===== src/logic/alarm_report_defs.vh =====
// Constants shared by the spectral alarm reporting block.
// Assumes inclusion inside the design files only; definitions only, no logic.
`ifndef ALARM_REPORT_DEFS_VH
`define ALARM_REPORT_DEFS_VH

// Register byte addresses on the read port.
`define ADDR_X_BAND_ALARM_STATUS 7'h40
`define ADDR_Y_BAND_ALARM_STATUS 7'h42
`define ADDR_Z_BAND_ALARM_STATUS 7'h44
`define ADDR_X_WORST_PEAK        7'h46
`define ADDR_Y_WORST_PEAK        7'h48
`define ADDR_Z_WORST_PEAK        7'h4a
`define ADDR_X_WORST_BIN         7'h70
`define ADDR_Y_WORST_BIN         7'h72
`define ADDR_Z_WORST_BIN         7'h74

// Reset values.
`define RST_WORD16               16'h0000
`define RST_BYTE                 8'h00
`define RST_BAND                 3'h0
`define RST_SEV                  2'h0
`define RST_GENERIC              6'h00

// Field positions.
`define ALARM_ENABLE_BIT         6
`define PIN_ONE_ALARM_SEL_BIT    2
`define PIN_TWO_ALARM_SEL_BIT    3
`define GENERIC_FLAGS_HI         13
`define GENERIC_FLAGS_LO         8
`define BAND_FIELD_HI            2
`define BAND_FIELD_LO            0
`define FLAG_FIELD_HI            15
`define FLAG_FIELD_LO            4
`define LEVEL_ONE_BASE           4'h2
`define LEVEL_TWO_BASE           4'h3
`define LEVEL_ONE_MASK           12'h555
`define LEVEL_TWO_MASK           12'haaa

// Band numbering and alarm severities.
`define BAND_FIRST               3'h1
`define BAND_LAST                3'h6
`define SEV_NONE                 2'h0
`define SEV_WARN                 2'h1
`define SEV_CRIT                 2'h2
`define THRESH_OFF               16'h0000

`endif


===== src/logic/spectral_alarm_reporting.v =====
// Spectral alarm reporting: per-axis band alarm status, worst peak and bin, alarm pins.
// Assumes the FFT engine streams bins with a band tag, and config words come from same-clock logic.
`timescale 1ns/1ps
`default_nettype none
`include "alarm_report_defs.vh"

module spectral_alarm_reporting (
  // Clock and reset
  input  wire        clk_sys,
  input  wire        resetn,
  // Configuration words from the register file
  input  wire [15:0] aux_pin_config,
  input  wire [15:0] alarm_config,
  input  wire [15:0] x_level_one_threshold,
  input  wire [15:0] y_level_one_threshold,
  input  wire [15:0] z_level_one_threshold,
  input  wire [15:0] x_level_two_threshold,
  input  wire [15:0] y_level_two_threshold,
  input  wire [15:0] z_level_two_threshold,
  input  wire [15:0] diagnostic_status,
  // FFT bin stream
  input  wire        rec_start,
  input  wire        rec_done,
  input  wire        bin_valid,
  input  wire [2:0]  bin_band,
  input  wire [7:0]  bin_index,
  input  wire [15:0] x_bin_mag,
  input  wire [15:0] y_bin_mag,
  input  wire [15:0] z_bin_mag,
  // Register read port
  input  wire        rd_en,
  input  wire [6:0]  rd_addr,
  output reg  [15:0] rd_data_q,
  output reg         rd_valid_q,
  // Record header copy
  output reg         hdr_valid_q,
  output reg  [5:0]  hdr_generic_flags_q,
  // Auxiliary pins
  output reg         aux_pin_one_out_q,
  output reg         aux_pin_one_oe_q,
  output reg         aux_pin_two_out_q,
  output reg         aux_pin_two_oe_q
);

  wire [15:0] run_status [0:2];
  wire [15:0] run_peak   [0:2];
  wire [7:0]  run_bin    [0:2];
  wire [15:0] mag        [0:2];
  wire [15:0] lvl1       [0:2];
  wire [15:0] lvl2       [0:2];

  reg  [15:0] band_alarm_status_q [0:2];
  reg  [15:0] worst_peak_q        [0:2];
  reg  [7:0]  worst_bin_q         [0:2];

  reg  [15:0] rd_data_d;
  reg         any_warn;
  reg         any_crit;
  reg         pin_one_sel;
  reg         pin_two_sel;
  integer     i;
  integer     j;

  // True when any flag picked by the mask is set in a band alarm status word.
  function flags_hit;
    input [15:0] word;
    input [11:0] mask;
    begin
      flags_hit = |(word[`FLAG_FIELD_HI:`FLAG_FIELD_LO] & mask);
    end
  endfunction

  assign mag[0]  = x_bin_mag;
  assign mag[1]  = y_bin_mag;
  assign mag[2]  = z_bin_mag;
  assign lvl1[0] = x_level_one_threshold;
  assign lvl1[1] = y_level_one_threshold;
  assign lvl1[2] = z_level_one_threshold;
  assign lvl2[0] = x_level_two_threshold;
  assign lvl2[1] = y_level_two_threshold;
  assign lvl2[2] = z_level_two_threshold;

  genvar g;
  generate
    for (g = 0; g < 3; g = g + 1)
    begin : axis
      axis_band_eval axis_band_eval_i (
        .clk_sys             (clk_sys),
        .resetn              (resetn),
        .rec_start           (rec_start),
        .bin_valid           (bin_valid),
        .bin_band            (bin_band),
        .bin_index           (bin_index),
        .bin_mag             (mag[g]),
        .level_one_threshold (lvl1[g]),
        .level_two_threshold (lvl2[g]),
        .status_q            (run_status[g]),
        .peak_q              (run_peak[g]),
        .peak_bin_q          (run_bin[g])
      );
    end
  endgenerate

  // Published results change only at record end, so a host read mid-record sees the last record whole.
  always @(posedge clk_sys)
  begin
    if (!resetn)
    begin
      for (i = 0; i < 3; i = i + 1)
      begin
        band_alarm_status_q[i] <= `RST_WORD16;
        worst_peak_q[i]        <= `RST_WORD16;
        worst_bin_q[i]         <= `RST_BYTE;
      end
      hdr_valid_q         <= 1'b0;
      hdr_generic_flags_q <= `RST_GENERIC;
    end
    else
    begin
      hdr_valid_q <= rec_done;
      if (rec_done)
      begin
        for (i = 0; i < 3; i = i + 1)
        begin
          band_alarm_status_q[i] <= run_status[i];
          worst_peak_q[i]        <= run_peak[i];
          worst_bin_q[i]         <= run_bin[i];
        end
        hdr_generic_flags_q <= diagnostic_status[`GENERIC_FLAGS_HI:`GENERIC_FLAGS_LO];
      end
    end
  end

  always @*
  begin
    any_warn = 1'b0;
    any_crit = 1'b0;
    // A critical band also sets its warning bit, so pin one, when selected, rises along with pin two.
    for (j = 0; j < 3; j = j + 1)
    begin
      // Level-one and level-two bits alternate across the flag field.
      any_warn = any_warn | flags_hit(band_alarm_status_q[j], `LEVEL_ONE_MASK);
      any_crit = any_crit | flags_hit(band_alarm_status_q[j], `LEVEL_TWO_MASK);
    end
    pin_one_sel = alarm_config[`ALARM_ENABLE_BIT] & aux_pin_config[`PIN_ONE_ALARM_SEL_BIT];
    pin_two_sel = alarm_config[`ALARM_ENABLE_BIT] & aux_pin_config[`PIN_TWO_ALARM_SEL_BIT];
  end

  // A released pin keeps its enable low, so the board's bias decides its level then.
  always @(posedge clk_sys)
  begin
    if (!resetn)
    begin
      aux_pin_one_out_q <= 1'b0;
      aux_pin_one_oe_q  <= 1'b0;
      aux_pin_two_out_q <= 1'b0;
      aux_pin_two_oe_q  <= 1'b0;
    end
    else
    begin
      aux_pin_one_oe_q  <= pin_one_sel;
      aux_pin_one_out_q <= pin_one_sel & any_warn;
      aux_pin_two_oe_q  <= pin_two_sel;
      aux_pin_two_out_q <= pin_two_sel & any_crit;
    end
  end

  always @*
  begin
    case (rd_addr)
      `ADDR_X_BAND_ALARM_STATUS: rd_data_d = band_alarm_status_q[0];
      `ADDR_Y_BAND_ALARM_STATUS: rd_data_d = band_alarm_status_q[1];
      `ADDR_Z_BAND_ALARM_STATUS: rd_data_d = band_alarm_status_q[2];
      `ADDR_X_WORST_PEAK:        rd_data_d = worst_peak_q[0];
      `ADDR_Y_WORST_PEAK:        rd_data_d = worst_peak_q[1];
      `ADDR_Z_WORST_PEAK:        rd_data_d = worst_peak_q[2];
      `ADDR_X_WORST_BIN:         rd_data_d = {`RST_BYTE, worst_bin_q[0]};
      `ADDR_Y_WORST_BIN:         rd_data_d = {`RST_BYTE, worst_bin_q[1]};
      `ADDR_Z_WORST_BIN:         rd_data_d = {`RST_BYTE, worst_bin_q[2]};
      default:                   rd_data_d = `RST_WORD16;
    endcase
  end

  // Read data holds between reads, so a slow host may still sample it late.
  always @(posedge clk_sys)
  begin
    if (!resetn)
    begin
      rd_data_q  <= `RST_WORD16;
      rd_valid_q <= 1'b0;
    end
    else
    begin
      rd_valid_q <= rd_en;
      if (rd_en)
        rd_data_q <= rd_data_d;
    end
  end

endmodule // spectral_alarm_reporting
`default_nettype wire


===== src/logic/axis_band_eval.v =====
// One axis of band alarm evaluation over a stream of FFT bins.
// Assumes bins of one record arrive between rec_start and the owner's latch pulse.
`timescale 1ns/1ps
`default_nettype none
`include "alarm_report_defs.vh"

module axis_band_eval (
  // Clock and reset
  input  wire        clk_sys,
  input  wire        resetn,
  // Bin stream
  input  wire        rec_start,
  input  wire        bin_valid,
  input  wire [2:0]  bin_band,
  input  wire [7:0]  bin_index,
  input  wire [15:0] bin_mag,
  // Trigger levels
  input  wire [15:0] level_one_threshold,
  input  wire [15:0] level_two_threshold,
  // Running results
  output reg  [15:0] status_q,
  output reg  [15:0] peak_q,
  output reg  [7:0]  peak_bin_q
);

  reg  [1:0]  worst_sev_q;
  reg  [1:0]  sev;
  reg         band_ok;
  reg         take;

  // A zero trigger level disables that level, so a cleared setup raises nothing.
  function [1:0] severity;
    input [15:0] mag;
    input [15:0] lvl1;
    input [15:0] lvl2;
    begin
      if (lvl2 != `THRESH_OFF && mag > lvl2)
        severity = `SEV_CRIT;
      else if (lvl1 != `THRESH_OFF && mag > lvl1)
        severity = `SEV_WARN;
      else
        severity = `SEV_NONE;
    end
  endfunction

  // Flag bit of a band; the base picks the level-one or the level-two bit.
  function [3:0] flag_pos;
    input [2:0] band;
    input [3:0] base;
    begin
      flag_pos = {band, 1'b0} + base;
    end
  endfunction

  always @*
  begin
    band_ok = (bin_band >= `BAND_FIRST) && (bin_band <= `BAND_LAST);
    sev     = band_ok ? severity(bin_mag, level_one_threshold, level_two_threshold) : `SEV_NONE;
    take    = bin_valid && ((sev > worst_sev_q) || (sev == worst_sev_q && bin_mag > peak_q));
  end

  always @(posedge clk_sys)
  begin
    if (!resetn || rec_start)
    begin
      status_q    <= `RST_WORD16;
      peak_q      <= `RST_WORD16;
      peak_bin_q  <= `RST_BYTE;
      worst_sev_q <= `RST_SEV;
    end
    else if (bin_valid)
    begin
      if (sev == `SEV_WARN || sev == `SEV_CRIT)
        status_q[flag_pos(bin_band, `LEVEL_ONE_BASE)] <= 1'b1;
      if (sev == `SEV_CRIT)
        status_q[flag_pos(bin_band, `LEVEL_TWO_BASE)] <= 1'b1;
      if (take)
      begin
        peak_q      <= bin_mag;
        peak_bin_q  <= bin_index;
        worst_sev_q <= sev;
        status_q[`BAND_FIELD_HI:`BAND_FIELD_LO] <= (sev == `SEV_NONE) ? `RST_BAND : bin_band;
      end
    end
  end

endmodule // axis_band_eval
`default_nettype wire


===== config.mk =====
export PLATFORM = sky130hd
export DESIGN_NAME = spectral_alarm_reporting
export DESIGN_NICKNAME = d
export VERILOG_FILES = /design/src/logic/spectral_alarm_reporting.v /design/src/logic/axis_band_eval.v
export VERILOG_INCLUDE_DIRS = /design/src /design/src/logic
export SDC_FILE = /design/constraint.sdc
export NUM_CORES = 1
export LEC_CHECK = 0
export BUFFER_PORTS_ARGS = -buffer_cell sky130_fd_sc_hd__buf_2
export CORE_ASPECT_RATIO = 2
export CORE_UTILIZATION = 35
export DETAILED_ROUTE_END_ITERATION = 8
export GPL_TIMING_DRIVEN = 0
export PLACE_DENSITY = 0.53
export SLEW_MARGIN = 20
export SYNTH_ARGS = -nofsm -noshare
export SYNTH_HDL_FRONTEND = slang
export SYNTH_SLANG_ARGS = --single-unit
export TNS_END_PERCENT = 10

===== constraint.sdc =====
create_clock -name clk_sys -period 4.1 [get_ports clk_sys]
set_input_delay 0.615 -clock clk_sys [delete_from_list [all_inputs] [get_ports clk_sys]]
set_output_delay 0.615 -clock clk_sys [all_outputs]
set_load 0.02 [all_outputs]

==> results.json, run 1 <==
{
  "outcome": "complete, no violations",
  "remaining_drc_errors": 0,
  "placementRows": 106,
  "antenna_found_initial": 3,
  "crit_chain": "buf_2 -> ha_1 -> and3_4 -> a221o_1 -> a221o_1 -> o31a_1 -> buf_6 -> a211o_4 -> ha_1 -> nand2_1 -> a211o_1 -> o41a_2 -> buf_6 -> a311o_1 -> and3_1",
  "grt_pass1_vias": 12480,
  "die_h_um": 293.4,
  "htreeDepth": 1,
  "clk_pin_slew_worst_paths_ps": 70,
  "drive_gt1_share_pct": 15.50,
  "maxClockFrequency_ghz": 0.2519,
  "cts_tree": "built",
  "gp_congestion": 0.8949,
  "cts.root.buffer_cell": "clkbuf_16",
  "cap_violations": 0,
  "fin_area_um2": 17550,
  "rr_startpoint": "axis[0].axis_band_eval_i.peak_q[14]",
  "drtAntennaViolNets": 0,
  "setup_ws_ps": 130.3,
  "start_util_pct": 35.56,
  "netlist_instances": 1536,
  "die_x_um": 147.7,
  "drt_iter0_drc": 613,
  "grt-ovfl-total": 0,
  "cpMaxStageDelayCell": "o41a_2",
  "worstSetupPathType": "in2reg",
  "critPathLaunch": "z_bin_mag[2]",
  "rsz0062_at_grt": "no",
  "relSlewSlack_pct": 31.69,
  "holdBufCountCts": 0,
  "ys_seq_area_share_pct": 45.01,
  "peakVddDrop_v": 0.0002490,
  "period_share_pct": 96.82,
  "dp_hpwl_mm": 40.32,
  "dpl-instance-area_um2": 16610,
  "ys_async_sr_fraction_pct": 0,
  "cp_top_family": "compound AO/OA/AOI/OAI gates",
  "fin_skew_ps": 19.61,
  "place_ws_ps": -1015,
  "worstSetupEndpointType": "register",
  "crit_path_max_incr_delay_ps": 500,
  "cp-start-kind": "input port",
  "ys_ff_latch": 274,
  "avgViaCountPerCell": 5.306,
  "p_leak_uw": 0.007979,
  "numCtsBuffers": 25,
  "syn_area_um2": 14860,
  "min_period_ps": 3970,
  "required_ps": 4540,
  "worstPathMaxFanout": 10,
  "io_buffers": 202,
  "hold_start": "diagnostic_status[11]",
  "cp_num_buf_inv": 3,
  "dr_total_vias": 12350,
  "grt_pass1_wl_mm": 72.09,
  "nNetsFinal": 2141,
  "cts_sinks": 274,
  "dr.pass1.iters": 5,
  "totalPowerFinal_uw": 6685,
  "hold_class": "in2reg",
  "synth_nets": 1909,
  "final-hold-violation-count": 0,
  "ctsLongestPathBuffers": 3,
  "worstSkewPairLatency_ps": 550,
  "wl_per_cell_um": 20.92,
  "dieArea_um2": 43320,
  "synth.avg_cell_area_um2": 9.672,
  "wl_mm": 48.71,
  "areaGrowthSynthToFinish_pct": 18.17,
  "synth_edf_count": 120,
  "ys_dominant_reg_cell": "dfxtp_1",
  "power-per-cell-area_nw_per_um2": 380.8,
  "final_cell_mix": "buf_2 (208), inv_1 (158), ha_1 (157), dfxtp_1 (154), and3_1 (126)",
  "yosysWarnings": 0,
  "slew_violations": 0,
  "arrival_ps": 4410,
  "coreArea_um2": 41780,
  "io_pins": 244,
  "ys_types": 71,
  "track_usage_pct": 22.43,
  "mostFrequentLayoutCell": "buf_2",
  "worstMarginPinSlew_ps": 1022,
  "finalSetupViolCount": 0,
  "tns_ps": 0,
  "grt_max_degree": 52
}
## sequential cells by signal, indices dropped and copies added (netlist names), 6 cells and up
register,flops
axis.axis_band_eval_i.peak_q,48
axis.axis_band_eval_i.peak_bin_q,24
hdr_generic_flags_q,6
axis.axis_band_eval_i.status_q,48
worst_peak_q,48
worst_bin_q,24
axis.axis_band_eval_i.worst_sev_q,6
rd_data_q,16
band_alarm_status_q,48
## final timing paths
path	to	slack (ps)	cells after the start
hold reg to reg	axis[0].axis_band_eval_i.status_q[13]	460	2
setup reg to reg	axis[0].axis_band_eval_i.peak_bin_q[5]	1200	9
setup / recovery	axis[2].axis_band_eval_i.status_q[1]	130	15
hold / removal	hdr_generic_flags_q[3]	320	3
## report_power, final
group	internal (uW)	leakage, uW	switching (uW)	total [uW]
Sequential	2950	0.00259	74.4	3030
Clock	1560	0.000437	1040	2600
Combinational	400	0.00496	658	1060
## worst reg2reg max path, cell delays in order (launching register included)
cell,delay (ps)
dfxtp_1,370
inv_1,60
ha_1,320
nand4_1,210
nor4_1,660
a21boi_1,470
o31ai_4,190
buf_2,270
mux2i_1,180
nor2_1,50
## metrics by stage
| stage | utilization [%] | hold WS, ps | cells |
|---|---|---|---|
| global route | 42.02 | 325.4 | 2328 |
| finish | 42.02 | 323.7 | 2328 |
| detailed placement | 39.76 | 447.0 | 2280 |
| CTS | 41.91 | 315.8 | 2325 |
| floorplan | - | 428.6 | 1536 |
| global placement | 39.60 | 439.2 | 2278 |
## final cells by class
cell class | instances | area [um^2]
Antenna cell | 1 | 2.502
Buffer | 80 | 367.9
Clock buffer | 27 | 633.1
Clock inverter | 19 | 265.3
Fill cell | 4100 | 24220
Inverter | 158 | 593.1
Multi-Input combinational cell | 1023 | 7249
Sequential cell | 274 | 6686
Tap cell | 540 | 675.6
Timing Repair Buffer | 206 | 1081
## per-layer routing
layer / vias to the layer above / wire [um] / track usage, % / part of all wire (%)
li1: 6087 / - / - / -
met1: 5787 / 17030 / 21.76 / 35
met2: 368 / 26570 / 43.66 / 55
met3: 110 / 1579 / 1.786 / 3.2
met4: 0 / 3534 / 16.02 / 7.3
met5: - / 0 / 0 / 0
## synthesized netlist by cell type, drive strengths merged (8+ instances only)
cell type    n  area [um^2]
inv        158        593.1
ha         157         1964
dfxtp      154         3083
and3       127        799.5
nor2       125        469.2
a21oi      123        615.6
edfxtp     120         3603
clkbuf      64        242.7
o21ai       64        320.3
mux2i       63        630.6
nand3       47        235.2
nand2       45        168.9
nand4       34        212.7
nor4        34        219.0
a221oi      24        210.2
a31oi       24        150.1
a21o        18        135.1
buf         17        115.1
a22o        16        140.1
nor3        10        50.05
nor2b        9        56.30
a22oi        8        60.06
and2         8        50.05
## what timing repair did
item	in CTS	in global routing
buffers inserted	0	2
setup endpoints to repair	34	41
pin swaps	0	2
gates resized for setup	4	7
## logic make-up (layout without fill, tap and decap cells)
| family | Yosys count | after routing | share of synthesized area (%) |
|---|---|---|---|
| DFF | 274 | 274 | 45.01 |
| adders and majority gates | 157 | 157 | 13.22 |
| muxes | 63 | 63 | 4.245 |
| xor gates and xnor gates | 2 | 2 | 0.1179 |
| buffers and inverters | 239 | 490 | 6.401 |
| AOI/OAI and AO/OA | 333 | 333 | 14.33 |
| and+or+nand+nor | 468 | 468 | 16.68 |
| other | 0 | 1 | 0 |
(Power assumes the default switching activity.)
==> run 2, diff against run 1 <==
--- a/config.mk
+++ b/config.mk
@@ -11,7 +11,7 @@
 export CORE_UTILIZATION = 35
 export DETAILED_ROUTE_END_ITERATION = 8
 export GPL_TIMING_DRIVEN = 0
-export PLACE_DENSITY = 0.53
+export PLACE_DENSITY = 0.51
 export SLEW_MARGIN = 20
 export SYNTH_ARGS = -nofsm -noshare
 export SYNTH_HDL_FRONTEND = slang
==> constraint.sdc (replaced) <==
create_clock -name clk_sys -period 4.47 [get_ports clk_sys]
set_input_delay 0.6705 -clock clk_sys [delete_from_list [all_inputs] [get_ports clk_sys]]
set_output_delay 0.6705 -clock clk_sys [all_outputs]
set_load 0.02 [all_outputs]
==> run 2 against run 1 <==
  * Count of clock-buffer cells in the layout down 1
  * Sequential share of layout area up 0.28 points
  * Combinational power down 9%
  * Die area unchanged
  * Total power down 12%
  * Wire length up 0.42%
  * Clock skew down 5.9 ps
  * Register-to-register slack better by 490 ps
  * Critical endpoint is now axis[1].axis_band_eval_i.peak_q[12]
==> results.json, run 2 (synthesis gave the netlist of run 1 again) <==
{
  "mostFrequentLayoutCell": "buf_2",
  "cap_violations": 0,
  "arrival_ps": 4730,
  "holdBufCountCts": 0,
  "slew_violations": 0,
  "rsz0062_at_grt": "no",
  "timing.hold.ws_ps": 382.4,
  "avgViaCountPerCell": 5.280,
  "grt-ovfl-total": 0,
  "cp-start-kind": "input port",
  "cpMaxStageDelayCell": "a2111oi_1",
  "p_leak_uw": 0.007923,
  "drive_gt1_share_pct": 15.45,
  "outcome": "complete, no violations",
  "fillers": 4159,
  "fin_skew_ps": 13.74,
  "dieArea_um2": 43320,
  "setup_ws_ps": 217.2,
  "start_util_pct": 35.56,
  "nNetsFinal": 2140,
  "drtAntennaViolNets": 0,
  "drt_iter0_drc": 633,
  "cp.depth": 14,
  "wl_mm": 48.91,
  "final-hold-violation-count": 0,
  "die_x_um": 147.7,
  "power-per-cell-area_nw_per_um2": 338.8,
  "wl_per_cell_um": 21.03,
  "maxClockFrequency_ghz": 0.2351,
  "cp_num_buf_inv": 2,
  "tns_ps": 0,
  "worstSkewPairLatency_ps": 550,
  "gp_congestion": 0.9393,
  "crit_path_max_incr_delay_ps": 550,
  "grt_pass1_vias": 12700,
  "cts_sinks": 274,
  "io_buffers": 202,
  "relSlewSlack_pct": 31.13,
  "rr_worst_depth": 9,
  "finalSetupViolCount": 0,
  "dr_total_vias": 12280,
  "worstSetupPathType": "in2reg",
  "crit_chain": "buf_2 -> ha_1 -> nand4_1 -> nor4_1 -> a21oi_1 -> o31a_2 -> a311o_1 -> ha_1 -> nand2_1 -> a2111oi_1 -> o211a_1 -> clkbuf_1 -> o21ai_0 -> a21oi_1",
  "antenna_cells": 0,
  "worstSetupEndpointType": "register",
  "min_period_ps": 4253,
  "clk_pin_slew_worst_paths_ps": 70,
  "place_ws_ps": -679.1,
  "worstMarginPinSlew_ps": 1030,
  "grt_max_degree": 54,
  "worstPathMaxFanout": 10,
  "peakVddDrop_v": 0.0002034,
  "dp_hpwl_mm": 40.71,
  "coreArea_um2": 41780,
  "dr.pass1.iters": 5,
  "cts_tree": "built",
  "placementRows": 106,
  "period_share_pct": 95.14,
  "numCtsBuffers": 25,
  "antenna_found_initial": 1,
  "grt_pass1_wl_mm": 72.90,
  "htreeDepth": 1,
  "remaining_drc_errors": 0,
  "ctsLongestPathBuffers": 3,
  "cp_top_family": "compound AO/OA/AOI/OAI gates",
  "areaGrowthSynthToFinish_pct": 17.29,
  "final_cell_mix": "buf_2 (210), inv_1 (158), ha_1 (157), dfxtp_1 (154), and3_1 (126)",
  "required_ps": 4940,
  "min_path_cells": 3,
  "die_h_um": 293.4,
  "hold_class": "in2reg",
  "io_pins": 244,
  "cts.root.buffer_cell": "clkbuf_16",
  "track_usage_pct": 22.66
}
==> run 2: final timing paths <==
check,start,slack [ps],end
max,y_bin_mag[15],220,axis[1].axis_band_eval_i.peak_q[12]
min,diagnostic_status[9],380,hdr_generic_flags_q[1]
max reg2reg,axis[0].axis_band_eval_i.peak_q[14],1690,axis[0].axis_band_eval_i.peak_bin_q[6]
min reg2reg,axis[0].axis_band_eval_i.status_q[13],470,axis[0].axis_band_eval_i.status_q[13]
==> run 2: layer usage <==
layer / global-route usage, % / vias to the layer above / part of all wire [%]
li1: - / 6090 / -
met1: 21.30 / 5764 / 35
met2: 45.56 / 316 / 55
met3: 1.894 / 110 / 3.0
met4: 14.66 / 2 / 6.8
met5: 0 / - / 0.016
==> run 2: repair_timing <==
action / in CTS / in global routing
buffers inserted: 0 / 0
endpoints found under the setup margin: 20 / 0
hold endpoints to repair: 0 / 0
resized for setup: 1 / 0
==> run 2: area by class of cell <==
type	count	area [um^2]	area share (%)
Clock inverter	20	182.7	1.048
Inverter	158	593.1	3.404
Clock buffer	26	629.4	3.612
Buffer	80	354.1	2.032
Sequential cell	274	6686	38.37
Multi-Input combinational cell	1023	7233	41.51
Timing Repair Buffer	205	1070	6.140
Tap cell	540	675.6	3.878
==> run 2: per-stage QoR <==
stage | total power, uW | std cells | cell area [um^2] | util [%]
3_5_place_dp | 3795 | 2281 | 16610 | 39.77
2_1_floorplan | 3382 | 1536 | 14860 | -
6_report | 5904 | 2326 | 17420 | 41.71
5_1_grt | 6141 | 2326 | 17420 | 41.71
4_1_cts | 5951 | 2326 | 17420 | 41.71
3_3_place_gp | 3773 | 2278 | 16540 | 39.60
==> run 2: power breakdown <==
| group | internal [uW] | switching (uW) | leakage, uW |
|---|---|---|---|
| logic | 359 | 601 | 0.00495 |
| registers | 2710 | 68.1 | 0.00259 |
| clock network | 1160 | 1010 | 0.000390 |
| total | 4230 | 1680 | 0.00792 |
==> run 2: worst register-to-register path, stage by stage (launching register included) <==
cell and delay [ps]:
dfxtp_1 370, inv_1 60, ha_1 310, nand4_1 210
nor4_1 600, a21boi_1 420, o31ai_4 180, buf_2 270
mux2i_1 180, nor2_1 50
==> run 3, diff against run 2 <==
--- a/config.mk
+++ b/config.mk
@@ -11,7 +11,6 @@
 export CORE_UTILIZATION = 35
 export DETAILED_ROUTE_END_ITERATION = 8
 export GPL_TIMING_DRIVEN = 0
-export PLACE_DENSITY = 0.51
 export SLEW_MARGIN = 20
 export SYNTH_ARGS = -nofsm -noshare
 export SYNTH_HDL_FRONTEND = slang
==> run 3 against run 2 <==
  * Utilization about the same
  * Highest routed layer is now met4
  * Wire length decreased by 1.6%
  * First-iteration DRC count increased by 13%
  * Sequential power about the same
==> results.json, run 3 (synthesis gave the netlist of run 1 again) <==
{
  "grt_pass1_wl_mm": 71.70,
  "cpMaxStageDelayCell": "o41a_2",
  "cts_tree": "built",
  "hold_start": "diagnostic_status[8]",
  "dr_total_vias": 12600,
  "slew_violations": 0,
  "rr_startpoint": "axis[0].axis_band_eval_i.peak_q[14]",
  "drt_iter0_drc": 715,
  "track_usage_pct": 22.09,
  "setup_ws_ps": 291.1,
  "min_period_ps": 4179,
  "areaGrowthSynthToFinish_pct": 17.18,
  "fillers": 4123,
  "post_cts_buffers": 0,
  "drive_gt1_share_pct": 15.35,
  "peakVddDrop_v": 0.0002567,
  "antenna_cells": 0,
  "io_buffers": 202,
  "ctsLongestPathBuffers": 3,
  "die_h_um": 293.4,
  "relSlewSlack_pct": 30.24,
  "cp_num_buf_inv": 4,
  "drtAntennaViolNets": 0,
  "dieArea_um2": 43320,
  "cap_violations": 0,
  "gp_congestion": 0.9888,
  "power-per-cell-area_nw_per_um2": 336.9,
  "start_util_pct": 35.56,
  "antenna_found_initial": 0,
  "fin_cells": 2325,
  "worstPathMaxFanout": 10,
  "use_met2_pct": 44.27,
  "wl_per_cell_um": 20.69,
  "place_ws_ps": -606.8,
  "mostFrequentLayoutCell": "buf_2",
  "clk_pin_slew_worst_paths_ps": 70,
  "seqCellArea_um2": 6686,
  "p_leak_uw": 0.007902,
  "die_x_um": 147.7,
  "grt_max_degree": 51,
  "numCtsBuffers": 25,
  "final_cell_mix": "buf_2 (210), inv_1 (158), ha_1 (157), dfxtp_1 (154), and3_1 (126)",
  "required_ps": 4870,
  "worstSetupPathType": "in2reg",
  "wl_mm": 48.11,
  "final-hold-violation-count": 0,
  "worstSkewPairLatency_ps": 570,
  "maxClockFrequency_ghz": 0.2393,
  "dp.cells": 2280,
  "finalSetupViolCount": 0,
  "hold_class": "in2reg",
  "period_share_pct": 93.49,
  "io_pins": 244,
  "multi_input_area_um2": 7242,
  "cp_top_family": "compound AO/OA/AOI/OAI gates",
  "arrival_ps": 4580,
  "remaining_drc_errors": 0,
  "nNetsFinal": 2139,
  "placementRows": 106,
  "met3_usage_pct": 2.019,
  "dr.pass1.iters": 5,
  "totalPowerFinal_uw": 5865,
  "grt.busiest_layer": "met2",
  "cts.root.buffer_cell": "clkbuf_16",
  "cts_sinks": 274,
  "coreArea_um2": 41780,
  "dpl-instance-area_um2": 16600,
  "grt_use_met1_pct": 21.23,
  "rsz0062_at_grt": "no",
  "worstSetupEndpointType": "register",
  "tns_ps": 0,
  "cp-start-kind": "input port",
  "crit_path_max_incr_delay_ps": 490,
  "dp_hpwl_mm": 39.38,
  "htreeDepth": 1,
  "grt-ovfl-total": 0,
  "grt_pass1_vias": 12550,
  "worstMarginPinSlew_ps": 1038,
  "avgViaCountPerCell": 5.417,
  "critPathLaunch": "z_bin_mag[3]",
  "outcome": "complete, no violations",
  "fin_area_um2": 17410,
  "fin_skew_ps": 31.10,
  "crit_chain": "buf_2 -> ha_1 -> and3_4 -> a221o_1 -> a221o_1 -> o31a_1 -> buf_6 -> a211o_2 -> ha_1 -> nand2_1 -> a211o_1 -> o41a_2 -> buf_6 -> buf_2 -> mux2i_1 -> nor2_1"
}
run 3: cell count changes in the layout (fill, tap and decap cells not counted), moves of 2 or more:
cell,previous run,this run
clkbuf_1,62,68
clkinv_1,4,2
clkinv_4,5,2
inv_6,3,0
run 3: area by class of cell:
type / count / share of cell area (%)
Clock buffer: 33 / 3.824
Multi-Input combinational cell: 1023 / 41.60
Sequential cell: 274 / 38.41
Tap cell: 540 / 3.881
Inverter: 158 / 3.407
Timing Repair Buffer: 204 / 6.081
Clock inverter: 13 / 0.7619
Buffer: 80 / 2.034
run 3: worst paths after layout:
kind	to	slack, ps	depth (start not counted)
worst max-delay path	axis[2].axis_band_eval_i.peak_bin_q[0]	290	16
worst min-delay path	hdr_generic_flags_q[0]	360	3
worst max register to register	axis[0].axis_band_eval_i.peak_bin_q[6]	1660	9
worst min register to register	axis[2].axis_band_eval_i.status_q[9]	460	2
run 3: power by group:
part | total [uW] | leakage [uW] | switching [uW] | internal, uW
clock | 2120 | 0.000380 | 990 | 1130
sequential | 2780 | 0.00259 | 69.0 | 2710
combinational | 962 | 0.00493 | 603 | 359
total | 5860 | 0.00790 | 1660 | 4200
run 3: tightest hold or removal path, cell delays in order:
cell and delay (ps):
buf_2 70, mux2i_1 60, nor2b_1 90
run 3: what timing repair did:
item / 4_1_cts / 5_1_grt
hold buffers: 0 / 0
resized for setup: 0 / 4
setup endpoints to repair: 13 / 21
run 3: per-layer routing:
metal  vias to the layer above  routed length [um]
met5                         -                   0
met4                         0                2959
met3                       113                1932
met2                       423               26710
met1                      5979               16510
li1                       6080                   -
run 3: metrics by stage:
step | hold slack, ps | util, %
floorplan | 428.6 | -
global placement | 438.3 | 39.60
detailed placement | 448.4 | 39.74
CTS | 352.9 | 41.64
global route | 372.9 | 41.67
finish | 359.4 | 41.67
